<file path="config.mk">
export PLATFORM = sky130hd
export DESIGN_NAME = slc_top
export DESIGN_NICKNAME = d
export VERILOG_FILES = /design/src/hdl/slc_pkg.sv /design/src/hdl/slc_top.sv
export SDC_FILE = /design/constraint.sdc
export NUM_CORES = 1
export LEC_CHECK = 0
export BUFFER_PORTS_ARGS = -buffer_cell sky130_fd_sc_hd__buf_2
export CORE_AREA = 2 2 271 273
export DETAILED_ROUTE_END_ITERATION = 12
export DIE_AREA = 0 0 273 275
export HOLD_SLACK_MARGIN = 0.06
export SYNTH_ARGS = -nofsm -noshare
export SYNTH_HDL_FRONTEND = slang
export SYNTH_SLANG_ARGS = --single-unit
</file>
<file path="constraint.sdc">
create_clock -name aclk -period 5.8 [get_ports aclk]
set_clock_uncertainty 0.15 [all_clocks]
set_input_delay 1.45 -clock aclk [delete_from_list [all_inputs] [get_ports aclk]]
set_output_delay 1.45 -clock aclk [all_outputs]
set_load 0.1 [all_outputs]
</file>
<file path="src/hdl/slc_pkg.sv">
/*
 * constants of the switch link configuration and status block: register
 * indices, field positions, reset values, bus responses and state codes.
 * assumes a 32-bit AXI4-Lite register bus; byte address is four times index.
 */
// Summary of operation
// - status bits 25:24 report source target kind
// - bits 23:16 show destination link while busy
// - bits 5:4 select network, reset zero
// - bit 2 flags junk packet, packet discarded
// - bit 1 destination busy, bit 0 source busy
// - bit 31 enables link and steers pins
// - bit 30 selects five wire width
// - bit 27 flags overflow or illegal token
// - bit 26 shows credit granted to remote
// - bit 25 shows transmit credit; send waits
// - bit 24 clears credit, sends greeting
// - bit 23 resets receiver token framing
// - symbol gap: field 21:11 plus one
// - token gap: field 10:0 plus one
// - static enable bypasses routing to endpoint
// - static registers map to links C,D,A,B,G,H,E,F
// - static bit 8 selects destination processor
// - static bits 4:0 select channel end
// - one link configuration register per link 0..7
package slc_pkg;

    // ------------------------------------------------------------------
    // register map (indices; byte address = index * 4)
    // ------------------------------------------------------------------
    localparam int        NUM_LINKS    = 8;
    localparam int        ADDR_W       = 10;
    localparam logic [7:0] PL_BASE_IDX = 8'h40;
    localparam logic [7:0] XL_BASE_IDX = 8'h80;
    localparam logic [7:0] ST_BASE_IDX = 8'hA0;

    // ------------------------------------------------------------------
    // processor link status fields
    // ------------------------------------------------------------------
    localparam int         PL_KIND_LSB   = 24;
    localparam int         PL_DEST_LSB   = 16;
    localparam int         PL_NET_LSB    = 4;
    localparam int         PL_JUNK_BIT   = 2;
    localparam int         PL_DBUSY_BIT  = 1;
    localparam int         PL_SBUSY_BIT  = 0;
    localparam logic [1:0] PL_NET_RST    = 2'h0;

    // ------------------------------------------------------------------
    // external link configuration fields
    // ------------------------------------------------------------------
    localparam int          XL_EN_BIT      = 31;
    localparam int          XL_WIDE_BIT    = 30;
    localparam int          XL_RXERR_BIT   = 27;
    localparam int          XL_RXCRED_BIT  = 26;
    localparam int          XL_TXCRED_BIT  = 25;
    localparam int          XL_HELLO_BIT   = 24;
    localparam int          XL_RXRST_BIT   = 23;
    localparam int          XL_SYMGAP_LSB  = 11;
    localparam int          XL_TOKGAP_LSB  = 0;
    localparam int          GAP_W          = 11;
    localparam logic        XL_EN_RST      = 1'b0;
    localparam logic        XL_WIDE_RST    = 1'b0;
    localparam logic [10:0] XL_GAP_RST     = 11'h000;

    // ------------------------------------------------------------------
    // static forwarding fields
    // ------------------------------------------------------------------
    localparam int         ST_EN_BIT    = 31;
    localparam int         ST_PROC_BIT  = 8;
    localparam int         ST_END_LSB   = 0;
    localparam int         ST_END_W     = 5;
    localparam logic [4:0] ST_END_RST   = 5'h00;

    // ------------------------------------------------------------------
    // bus responses and decode regions
    // ------------------------------------------------------------------
    localparam logic [1:0] RESP_OKAY   = 2'h0;
    localparam logic [1:0] RESP_SLVERR = 2'h2;

    typedef enum logic [1:0] {
        REG_NONE   = 2'b00,
        REG_STATUS = 2'b01,
        REG_CONFIG = 2'b10,
        REG_STATIC = 2'b11
    } slc_region_e;

    typedef enum logic {
        TX_READY = 1'b0,
        TX_WAIT  = 1'b1
    } slc_tx_e;

endpackage

</file>
<file path="src/hdl/slc_top.sv">
/*
 * switch link configuration and status: AXI4-Lite register slave holding
 * processor link status, external link configuration with a paced symbol
 * transmitter, and static forwarding configuration for eight links.
 * assumes all link-side inputs come from logic on aclk, pulses one cycle.
 */
`timescale 1ns/10ps
module slc_top #(
    parameter int NL = 8
) (
    // clock and reset
    input  wire logic                 aclk,
    input  wire logic                 aresetn,
    // axi4-lite write address and data
    input  wire logic [9:0]           s_axi_awaddr,
    input  wire logic                 s_axi_awvalid,
    output logic                      s_axi_awready,
    input  wire logic [31:0]          s_axi_wdata,
    input  wire logic [3:0]           s_axi_wstrb,
    input  wire logic                 s_axi_wvalid,
    output logic                      s_axi_wready,
    // axi4-lite write response
    output logic [1:0]                s_axi_bresp,
    output logic                      s_axi_bvalid,
    input  wire logic                 s_axi_bready,
    // axi4-lite read
    input  wire logic [9:0]           s_axi_araddr,
    input  wire logic                 s_axi_arvalid,
    output logic                      s_axi_arready,
    output logic [31:0]               s_axi_rdata,
    output logic [1:0]                s_axi_rresp,
    output logic                      s_axi_rvalid,
    input  wire logic                 s_axi_rready,
    // processor link state from the switch
    input  wire logic [NL-1:0][1:0]   pl_source_target_kind,
    input  wire logic [NL-1:0][7:0]   pl_dest_link,
    input  wire logic [NL-1:0]        pl_junk,
    input  wire logic [NL-1:0]        pl_dest_busy,
    input  wire logic [NL-1:0]        pl_src_busy,
    // processor link controls
    output logic [NL-1:0][1:0]        pl_network,
    output logic [NL-1:0]             pl_discard,
    // external link events from the link engines
    input  wire logic [NL-1:0]        xl_sym_valid,
    input  wire logic [NL-1:0]        xl_sym_last,
    input  wire logic [NL-1:0]        xl_credit_in,
    input  wire logic [NL-1:0]        xl_credit_issued,
    input  wire logic [NL-1:0]        xl_rx_overflow,
    input  wire logic [NL-1:0]        xl_rx_illegal,
    // external link controls
    output logic [NL-1:0]             xl_enable,
    output logic [NL-1:0]             five_wire_select,
    output logic [NL-1:0]             greeting_trigger,
    output logic [NL-1:0]             xl_rx_reset,
    output logic [NL-1:0]             xl_sym_take,
    // static forwarding controls, indexed by link letter a..h
    output logic [NL-1:0]             st_bypass_routing,
    output logic [NL-1:0]             st_dest_processor,
    output logic [NL-1:0][4:0]        fixed_forward_endpoint
);

    // ------------------------------------------------------------------
    // decode helpers
    // ------------------------------------------------------------------

    // region of a register index
    function automatic slc_pkg::slc_region_e region_of(input logic [9:0] addr);
        logic [7:0] idx;
        idx = addr[9:2];
        if (idx[7:3] == slc_pkg::PL_BASE_IDX[7:3]) begin
            return slc_pkg::REG_STATUS;
        end else if (idx[7:3] == slc_pkg::XL_BASE_IDX[7:3]) begin
            return slc_pkg::REG_CONFIG;
        end else if (idx[7:3] == slc_pkg::ST_BASE_IDX[7:3]) begin
            return slc_pkg::REG_STATIC;
        end else begin
            return slc_pkg::REG_NONE;
        end
    endfunction

    // static register slot to link letter (a=0 .. h=7)
    function automatic logic [2:0] static_link(input logic [2:0] slot);
        logic [2:0] lnk;
        lnk = {slot[2], ~slot[1], slot[0]};
        return lnk;
    endfunction

    // byte-lane merge of a write into a stored word
    function automatic logic [31:0] merge(input logic [31:0] old, input logic [31:0] nw,
                                          input logic [3:0] strb);
        logic [31:0] res;
        res = old;
        for (int b = 0; b < 4; b++) begin
            if (strb[b]) begin
                res[b*8 +: 8] = nw[b*8 +: 8];
            end
        end
        return res;
    endfunction

    // ------------------------------------------------------------------
    // write channel handling
    // ------------------------------------------------------------------
    logic                aw_have_reg;
    logic                w_have_reg;
    logic [9:0]          awaddr_reg;
    logic [31:0]         wdata_reg;
    logic [3:0]          wstrb_reg;
    logic                aw_have_next;
    logic                w_have_next;
    logic                bvalid_next;
    logic                commit;
    logic [2:0]          wlink;
    slc_pkg::slc_region_e wregion;

    assign commit  = aw_have_reg & w_have_reg & ~s_axi_bvalid;
    assign wlink   = awaddr_reg[4:2];
    assign wregion = region_of(awaddr_reg);

    // next values of the write handshake state
    always_comb begin
        aw_have_next = aw_have_reg;
        w_have_next  = w_have_reg;
        bvalid_next  = s_axi_bvalid;
        if (s_axi_awvalid & s_axi_awready) begin
            aw_have_next = 1'b1;
        end
        if (s_axi_wvalid & s_axi_wready) begin
            w_have_next = 1'b1;
        end
        if (commit) begin
            aw_have_next = 1'b0;
            w_have_next  = 1'b0;
            bvalid_next  = 1'b1;
        end else if (s_axi_bvalid & s_axi_bready) begin
            bvalid_next = 1'b0;
        end
    end

    // address and data are taken in either order, response after both
    always_ff @(posedge aclk) begin
        if (!aresetn) begin
            aw_have_reg   <= 1'b0;
            w_have_reg    <= 1'b0;
            awaddr_reg    <= 10'h000;
            wdata_reg     <= 32'h0000_0000;
            wstrb_reg     <= 4'h0;
            s_axi_awready <= 1'b0;
            s_axi_wready  <= 1'b0;
            s_axi_bvalid  <= 1'b0;
            s_axi_bresp   <= slc_pkg::RESP_OKAY;
        end else begin
            aw_have_reg   <= aw_have_next;
            w_have_reg    <= w_have_next;
            s_axi_awready <= ~aw_have_next & ~bvalid_next;
            s_axi_wready  <= ~w_have_next & ~bvalid_next;
            s_axi_bvalid  <= bvalid_next;
            if (s_axi_awvalid & s_axi_awready) begin
                awaddr_reg <= s_axi_awaddr;
            end
            if (s_axi_wvalid & s_axi_wready) begin
                wdata_reg <= s_axi_wdata;
                wstrb_reg <= s_axi_wstrb;
            end
            if (commit) begin
                s_axi_bresp <= (wregion == slc_pkg::REG_NONE) ? slc_pkg::RESP_SLVERR
                                                              : slc_pkg::RESP_OKAY;
            end
        end
    end

    // ------------------------------------------------------------------
    // configuration storage
    // ------------------------------------------------------------------
    logic [NL-1:0][10:0] symgap_reg;
    logic [NL-1:0][10:0] tokgap_reg;
    logic [31:0]         wmerged;

    // gap fields of the addressed slot with the strobed lanes written over them
    always_comb begin
        wmerged = merge({10'h000, symgap_reg[wlink], tokgap_reg[wlink]}, wdata_reg, wstrb_reg);
    end

    // processor link network field
    always_ff @(posedge aclk) begin
        if (!aresetn) begin
            for (int i = 0; i < NL; i++) begin
                pl_network[i] <= slc_pkg::PL_NET_RST;
            end
        end else if (commit && wregion == slc_pkg::REG_STATUS && wstrb_reg[0]) begin
            pl_network[wlink] <= wdata_reg[slc_pkg::PL_NET_LSB +: 2];
        end
    end

    // external link enable, width and gap fields
    always_ff @(posedge aclk) begin
        if (!aresetn) begin
            for (int i = 0; i < NL; i++) begin
                xl_enable[i]        <= slc_pkg::XL_EN_RST;
                five_wire_select[i] <= slc_pkg::XL_WIDE_RST;
                symgap_reg[i]       <= slc_pkg::XL_GAP_RST;
                tokgap_reg[i]       <= slc_pkg::XL_GAP_RST;
            end
        end else if (commit && wregion == slc_pkg::REG_CONFIG) begin
            if (wstrb_reg[3]) begin
                xl_enable[wlink]        <= wdata_reg[slc_pkg::XL_EN_BIT];
                five_wire_select[wlink] <= wdata_reg[slc_pkg::XL_WIDE_BIT];
            end
            symgap_reg[wlink] <= wmerged[slc_pkg::XL_SYMGAP_LSB +: slc_pkg::GAP_W];
            tokgap_reg[wlink] <= wmerged[slc_pkg::XL_TOKGAP_LSB +: slc_pkg::GAP_W];
        end
    end

    // static forwarding fields, stored by link letter
    always_ff @(posedge aclk) begin
        if (!aresetn) begin
            for (int i = 0; i < NL; i++) begin
                st_bypass_routing[i]      <= 1'b0;
                st_dest_processor[i]      <= 1'b0;
                fixed_forward_endpoint[i] <= slc_pkg::ST_END_RST;
            end
        end else if (commit && wregion == slc_pkg::REG_STATIC) begin
            if (wstrb_reg[3]) begin
                st_bypass_routing[static_link(wlink)] <= wdata_reg[slc_pkg::ST_EN_BIT];
            end
            if (wstrb_reg[1]) begin
                st_dest_processor[static_link(wlink)] <= wdata_reg[slc_pkg::ST_PROC_BIT];
            end
            if (wstrb_reg[0]) begin
                fixed_forward_endpoint[static_link(wlink)] <=
                    wdata_reg[slc_pkg::ST_END_LSB +: slc_pkg::ST_END_W];
            end
        end
    end

    // ------------------------------------------------------------------
    // write-only triggers and link status flags
    // ------------------------------------------------------------------
    logic [NL-1:0] hello_wr;
    logic [NL-1:0] rxrst_wr;
    logic [NL-1:0] tx_credit_reg;
    logic [NL-1:0] rx_credit_reg;
    logic [NL-1:0] rx_error_reg;

    // trigger decode, only during the write commit cycle
    always_comb begin
        for (int i = 0; i < NL; i++) begin
            hello_wr[i] = commit && wregion == slc_pkg::REG_CONFIG && wlink == i[2:0] &&
                          wstrb_reg[3] && wdata_reg[slc_pkg::XL_HELLO_BIT];
            rxrst_wr[i] = commit && wregion == slc_pkg::REG_CONFIG && wlink == i[2:0] &&
                          wstrb_reg[2] && wdata_reg[slc_pkg::XL_RXRST_BIT];
        end
    end

    // one-cycle trigger pulses toward the link engines
    always_ff @(posedge aclk) begin
        if (!aresetn) begin
            greeting_trigger <= '0;
            xl_rx_reset      <= '0;
        end else begin
            greeting_trigger <= hello_wr;
            xl_rx_reset      <= rxrst_wr;
        end
    end

    // sticky link flags; an arriving event wins over a clear
    always_ff @(posedge aclk) begin
        if (!aresetn) begin
            tx_credit_reg <= '0;
            rx_credit_reg <= '0;
            rx_error_reg  <= '0;
        end else begin
            tx_credit_reg <= (tx_credit_reg & ~hello_wr) | xl_credit_in;
            rx_credit_reg <= (rx_credit_reg & ~rxrst_wr) | xl_credit_issued;
            rx_error_reg  <= (rx_error_reg & ~rxrst_wr) | xl_rx_overflow | xl_rx_illegal;
        end
    end

    // junk packets are dropped by the switch
    always_ff @(posedge aclk) begin
        if (!aresetn) begin
            pl_discard <= '0;
        end else begin
            pl_discard <= pl_junk;
        end
    end

    // ------------------------------------------------------------------
    // paced symbol transmitter, one per external link
    // ------------------------------------------------------------------
    slc_pkg::slc_tx_e    tx_state_reg [NL];
    logic [NL-1:0][10:0] gap_cnt_reg;

    // a symbol is taken only with credit, then the gap is counted out
    always_ff @(posedge aclk) begin
        if (!aresetn) begin
            xl_sym_take <= '0;
            for (int i = 0; i < NL; i++) begin
                tx_state_reg[i] <= slc_pkg::TX_READY;
                gap_cnt_reg[i]  <= 11'h000;
            end
        end else begin
            for (int i = 0; i < NL; i++) begin
                xl_sym_take[i] <= 1'b0;
                case (tx_state_reg[i])
                    slc_pkg::TX_READY: begin
                        if (xl_sym_valid[i] && tx_credit_reg[i] && xl_enable[i]) begin
                            xl_sym_take[i]  <= 1'b1;
                            tx_state_reg[i] <= slc_pkg::TX_WAIT;
                            gap_cnt_reg[i]  <= xl_sym_last[i] ? tokgap_reg[i]
                                                              : symgap_reg[i];
                        end
                    end
                    slc_pkg::TX_WAIT: begin
                        if (gap_cnt_reg[i] == 11'h000) begin
                            tx_state_reg[i] <= slc_pkg::TX_READY;
                        end else begin
                            gap_cnt_reg[i] <= gap_cnt_reg[i] - 11'h001;
                        end
                    end
                    default: begin
                        tx_state_reg[i] <= slc_pkg::TX_READY;
                    end
                endcase
            end
        end
    end

    // ------------------------------------------------------------------
    // read channel
    // ------------------------------------------------------------------
    logic [31:0]          rword;
    logic [2:0]           rlink;
    slc_pkg::slc_region_e rregion;
    logic                 rvalid_next;

    assign rlink       = s_axi_araddr[4:2];
    assign rregion     = region_of(s_axi_araddr);
    assign rvalid_next = (s_axi_arvalid & s_axi_arready) | (s_axi_rvalid & ~s_axi_rready);

    // read word assembly; reserved and trigger bits read zero
    always_comb begin
        rword = 32'h0000_0000;
        if (rregion == slc_pkg::REG_STATUS) begin
            rword[slc_pkg::PL_KIND_LSB +: 2] = pl_source_target_kind[rlink];
            if (pl_src_busy[rlink] | pl_dest_busy[rlink]) begin
                rword[slc_pkg::PL_DEST_LSB +: 8] = pl_dest_link[rlink];
            end
            rword[slc_pkg::PL_NET_LSB +: 2]   = pl_network[rlink];
            rword[slc_pkg::PL_JUNK_BIT]       = pl_junk[rlink];
            rword[slc_pkg::PL_DBUSY_BIT]      = pl_dest_busy[rlink];
            rword[slc_pkg::PL_SBUSY_BIT]      = pl_src_busy[rlink];
        end else if (rregion == slc_pkg::REG_CONFIG) begin
            rword[slc_pkg::XL_EN_BIT]                 = xl_enable[rlink];
            rword[slc_pkg::XL_WIDE_BIT]               = five_wire_select[rlink];
            rword[slc_pkg::XL_RXERR_BIT]              = rx_error_reg[rlink];
            rword[slc_pkg::XL_RXCRED_BIT]             = rx_credit_reg[rlink];
            rword[slc_pkg::XL_TXCRED_BIT]             = tx_credit_reg[rlink];
            rword[slc_pkg::XL_SYMGAP_LSB +: slc_pkg::GAP_W] = symgap_reg[rlink];
            rword[slc_pkg::XL_TOKGAP_LSB +: slc_pkg::GAP_W] = tokgap_reg[rlink];
        end else if (rregion == slc_pkg::REG_STATIC) begin
            rword[slc_pkg::ST_EN_BIT]   = st_bypass_routing[static_link(rlink)];
            rword[slc_pkg::ST_PROC_BIT] = st_dest_processor[static_link(rlink)];
            rword[slc_pkg::ST_END_LSB +: slc_pkg::ST_END_W] =
                fixed_forward_endpoint[static_link(rlink)];
        end
    end

    // read answer one cycle after the address is taken
    always_ff @(posedge aclk) begin
        if (!aresetn) begin
            s_axi_arready <= 1'b0;
            s_axi_rvalid  <= 1'b0;
            s_axi_rdata   <= 32'h0000_0000;
            s_axi_rresp   <= slc_pkg::RESP_OKAY;
        end else begin
            s_axi_rvalid  <= rvalid_next;
            s_axi_arready <= ~rvalid_next;
            if (s_axi_arvalid & s_axi_arready) begin
                s_axi_rdata <= rword;
                s_axi_rresp <= (rregion == slc_pkg::REG_NONE) ? slc_pkg::RESP_SLVERR
                                                              : slc_pkg::RESP_OKAY;
            end
        end
    end

endmodule

</file>
==> out/qor.yml <==
clk_latency_ps: 640
endpoint: "xl_enable[7]"
seq_area_frac_synth_pct: 39.79
yosys-top-cells-count: "dfxtp_1 (486), o21ai_0 (248), nand3_1 (222)"
r2r_cells: 5
min_path_type: "flip-flop to flip-flop"
cts_tree: "yes"
cp-end-kind: "output port"
clock_path_buffers: 3
maxSlewViolCount: 0
netlist_instances: 2635
tns_ps: 0
cp.required_ps: 4200
place_congestion: 0.8869
die_width_microns: 273
crit_fanout: 4
nNetsFinal: 3076
cp.depth: 1
max_freq_mhz: 295.0
drt-total-wl_mm: 92.44
synth-seq-cells: 493
htreeDepth: 2
crit_path_cell_trace: "buf_2"
setup_viol: 0
grt_max_degree: 134
synth.area.top_cells: "dfxtp_1 (39%), mux4_2 (13%), mux2i_1 (7.6%), o21ai_0 (5.0%), nand3_1 (4.4%)"
start_util_pct: 34.53
async_flop_share_pct: 0
area_growth_pct: 17.23
worst_pin_slew_ps: 1218
dieArea_sq_um: 75080
portBuffers: 361
slowest_stage: "dfxtp_1"
hold_buffers: 0
rr_endpoint: "symgap_reg[83]$_SDFFE_PN0P_"
path_clk_slew_ps: 60
status: "complete, no violations"
cts.repair.resized: 0
avgRoutedWirePerCell_microns: 23.92
synth_area_sq_um: 24980
maxCapViolCount: 0
firstDrtPassIters: 6
cts-root-buf: "clkbuf_16"
num_rows: 99
crit_path_start_kind: "flip-flop"
synth.top_cell.area_share_pct: 38.95
viasPerCell: 5.788
grt_pass1_wl_mm: 136.5
synth_edf_count: 7
r2r_slack_ps: 2480
grt-ovfl-total: 0
max_slew_margin_pct: 17.66
grtUsageTotal_pct: 23.89
ios: 376
drive_above_1_share_pct: 25.53
path_delay_family: "flip-flops"
path_class: "flip-flop to output port"
hold_viol: 0
yosysMostFrequentCell: "dfxtp_1"
fin_hold_ws_ps: 297.6
dp_hpwl_mm: 65.20
vias: 22363
core_area_sq_um: 72340
nFillCells: 7240
synth_flop_cell: "dfxtp_1"
die_y_microns: 275
fin_crit_sh_pct: 58.44
rsz0062_at_grt: "false"
powerDensity_nw_per_um2: 286.2
power.leakage_uw: 0.01180
syn_area_per_cell_sq_um: 9.481
max_stage_delay_ps: 630
synthDistinctLibCells: 74
cts_setup_buffers: 0
yosysWarnings: 0
yosysTopAreaCell: "dfxtp_1"
ant_nets: 0
ir_drop_mv: 0.2105
cts_sinks: 493
cp_data_arrival_time_ps: 1790
cp_num_buf_inv: 1
min_period_ps: 3389
cts_buffers: 54
antenna_found_initial: 10
drc: 0
startpoint: "xl_enable[7]$_SDFFE_PN0P_"
r2r-start: "awaddr_reg[2]$_SDFFE_PN0P_"
drtIter0Drc: 2005
grt_pass1_vias: 20813
worst min-delay path by stage:
stage                                       startpoint                           end  slack (ps)  depth (start not counted)
after floorplan             wdata_reg[10]$_SDFFE_PN0P_    wdata_reg[10]$_SDFFE_PN0P_         280                          2
after global placement    s_axi_rdata[12]$_SDFFE_PN0P_  s_axi_rdata[12]$_SDFFE_PN0P_         290                          2
after detailed placement  s_axi_rdata[12]$_SDFFE_PN0P_  s_axi_rdata[12]$_SDFFE_PN0P_         290                          2
after CTS                   wdata_reg[12]$_SDFFE_PN0P_    wdata_reg[12]$_SDFFE_PN0P_         300                          2
after global routing        wdata_reg[20]$_SDFFE_PN0P_    wdata_reg[20]$_SDFFE_PN0P_         320                          2
final                      s_axi_rdata[9]$_SDFFE_PN0P_   s_axi_rdata[9]$_SDFFE_PN0P_         300                          2
per-layer routing:
| metal | track usage [%] | vias to the layer above | share of wire, % |
|---|---|---|---|
| li1 | - | 10295 | - |
| met1 | 31.32 | 11038 | 41 |
| met2 | 38.32 | 848 | 46 |
| met3 | 5.141 | 174 | 8.0 |
| met4 | 9.606 | 8 | 4.1 |
| met5 | 0 | - | 0.057 |
final cells by class:
cell class	instances	area [sq um]	area share, %
Antenna cell	7	17.52	0.05981
Clock buffer	85	1619	5.528
Clock inverter	16	161.4	0.5511
Inverter	41	161.4	0.5511
Multi-Input combinational cell	1855	13940	47.60
Sequential cell	493	9945	33.96
Tap cell	959	1200	4.097
Timing Repair Buffer	408	2243	7.660
logic make-up (layout without fill, tap and decap cells):
logic type      after synthesis  after routing  synth area share, %
compound gates              623            623                16.17
fa+ha+maj                     8              8               0.4007
buf+inv                     290            550                4.723
flops                       493            493                39.79
mux                         374            374                22.31
other cells                   1             11              0.01501
simple gates                846            846                16.59
layout by cell type (no fill, tap or decap), types with 9 or more instances in the layout:
cell / n
o211ai_1: 20
nand4_1: 36
a221o_1: 13
mux2i_1: 190
o22ai_1: 37
mux2_2: 42
dfxtp_1: 484
nand3_1: 214
nand2b_1: 29
buf_2: 357
nor2b_1: 19
a31oi_1: 20
clkinv_2: 11
o211ai_2: 12
or4_1: 12
clkbuf_8: 13
nor2_1: 201
o32ai_1: 26
nor3_1: 28
clkbuf_16: 55
nand2_1: 193
or2_2: 11
clkbuf_1: 17
o21ai_0: 248
a211oi_1: 14
o31ai_1: 9
a22oi_1: 13
o31a_1: 13
buf_4: 44
mux4_2: 142
nand4b_1: 9
a21oi_1: 117
and2_1: 20
inv_1: 38
a2bb2oi_1: 11
or3_1: 16
through the flow:
step	instances	setup WS (ps)	utilization, %	power (uW)	cell area [sq um]
floorplan	2638	2544	-	4561	24990
global placement	3756	1814	38.00	4953	27490
detailed placement	3756	1776	38.00	4957	27490
CTS	3857	2325	40.46	8414	29270
global route	3861	2321	40.48	8667	29280
finish	3864	2411	40.49	8381	29290
where the power goes:
group / internal [uW] / total, uW / switching [uW]
combinational: 504 / 1320 / 813
clock: 1970 / 3470 / 1510
sequential: 3480 / 3590 / 108
Note: power is estimated with default switching activity, not from simulation.
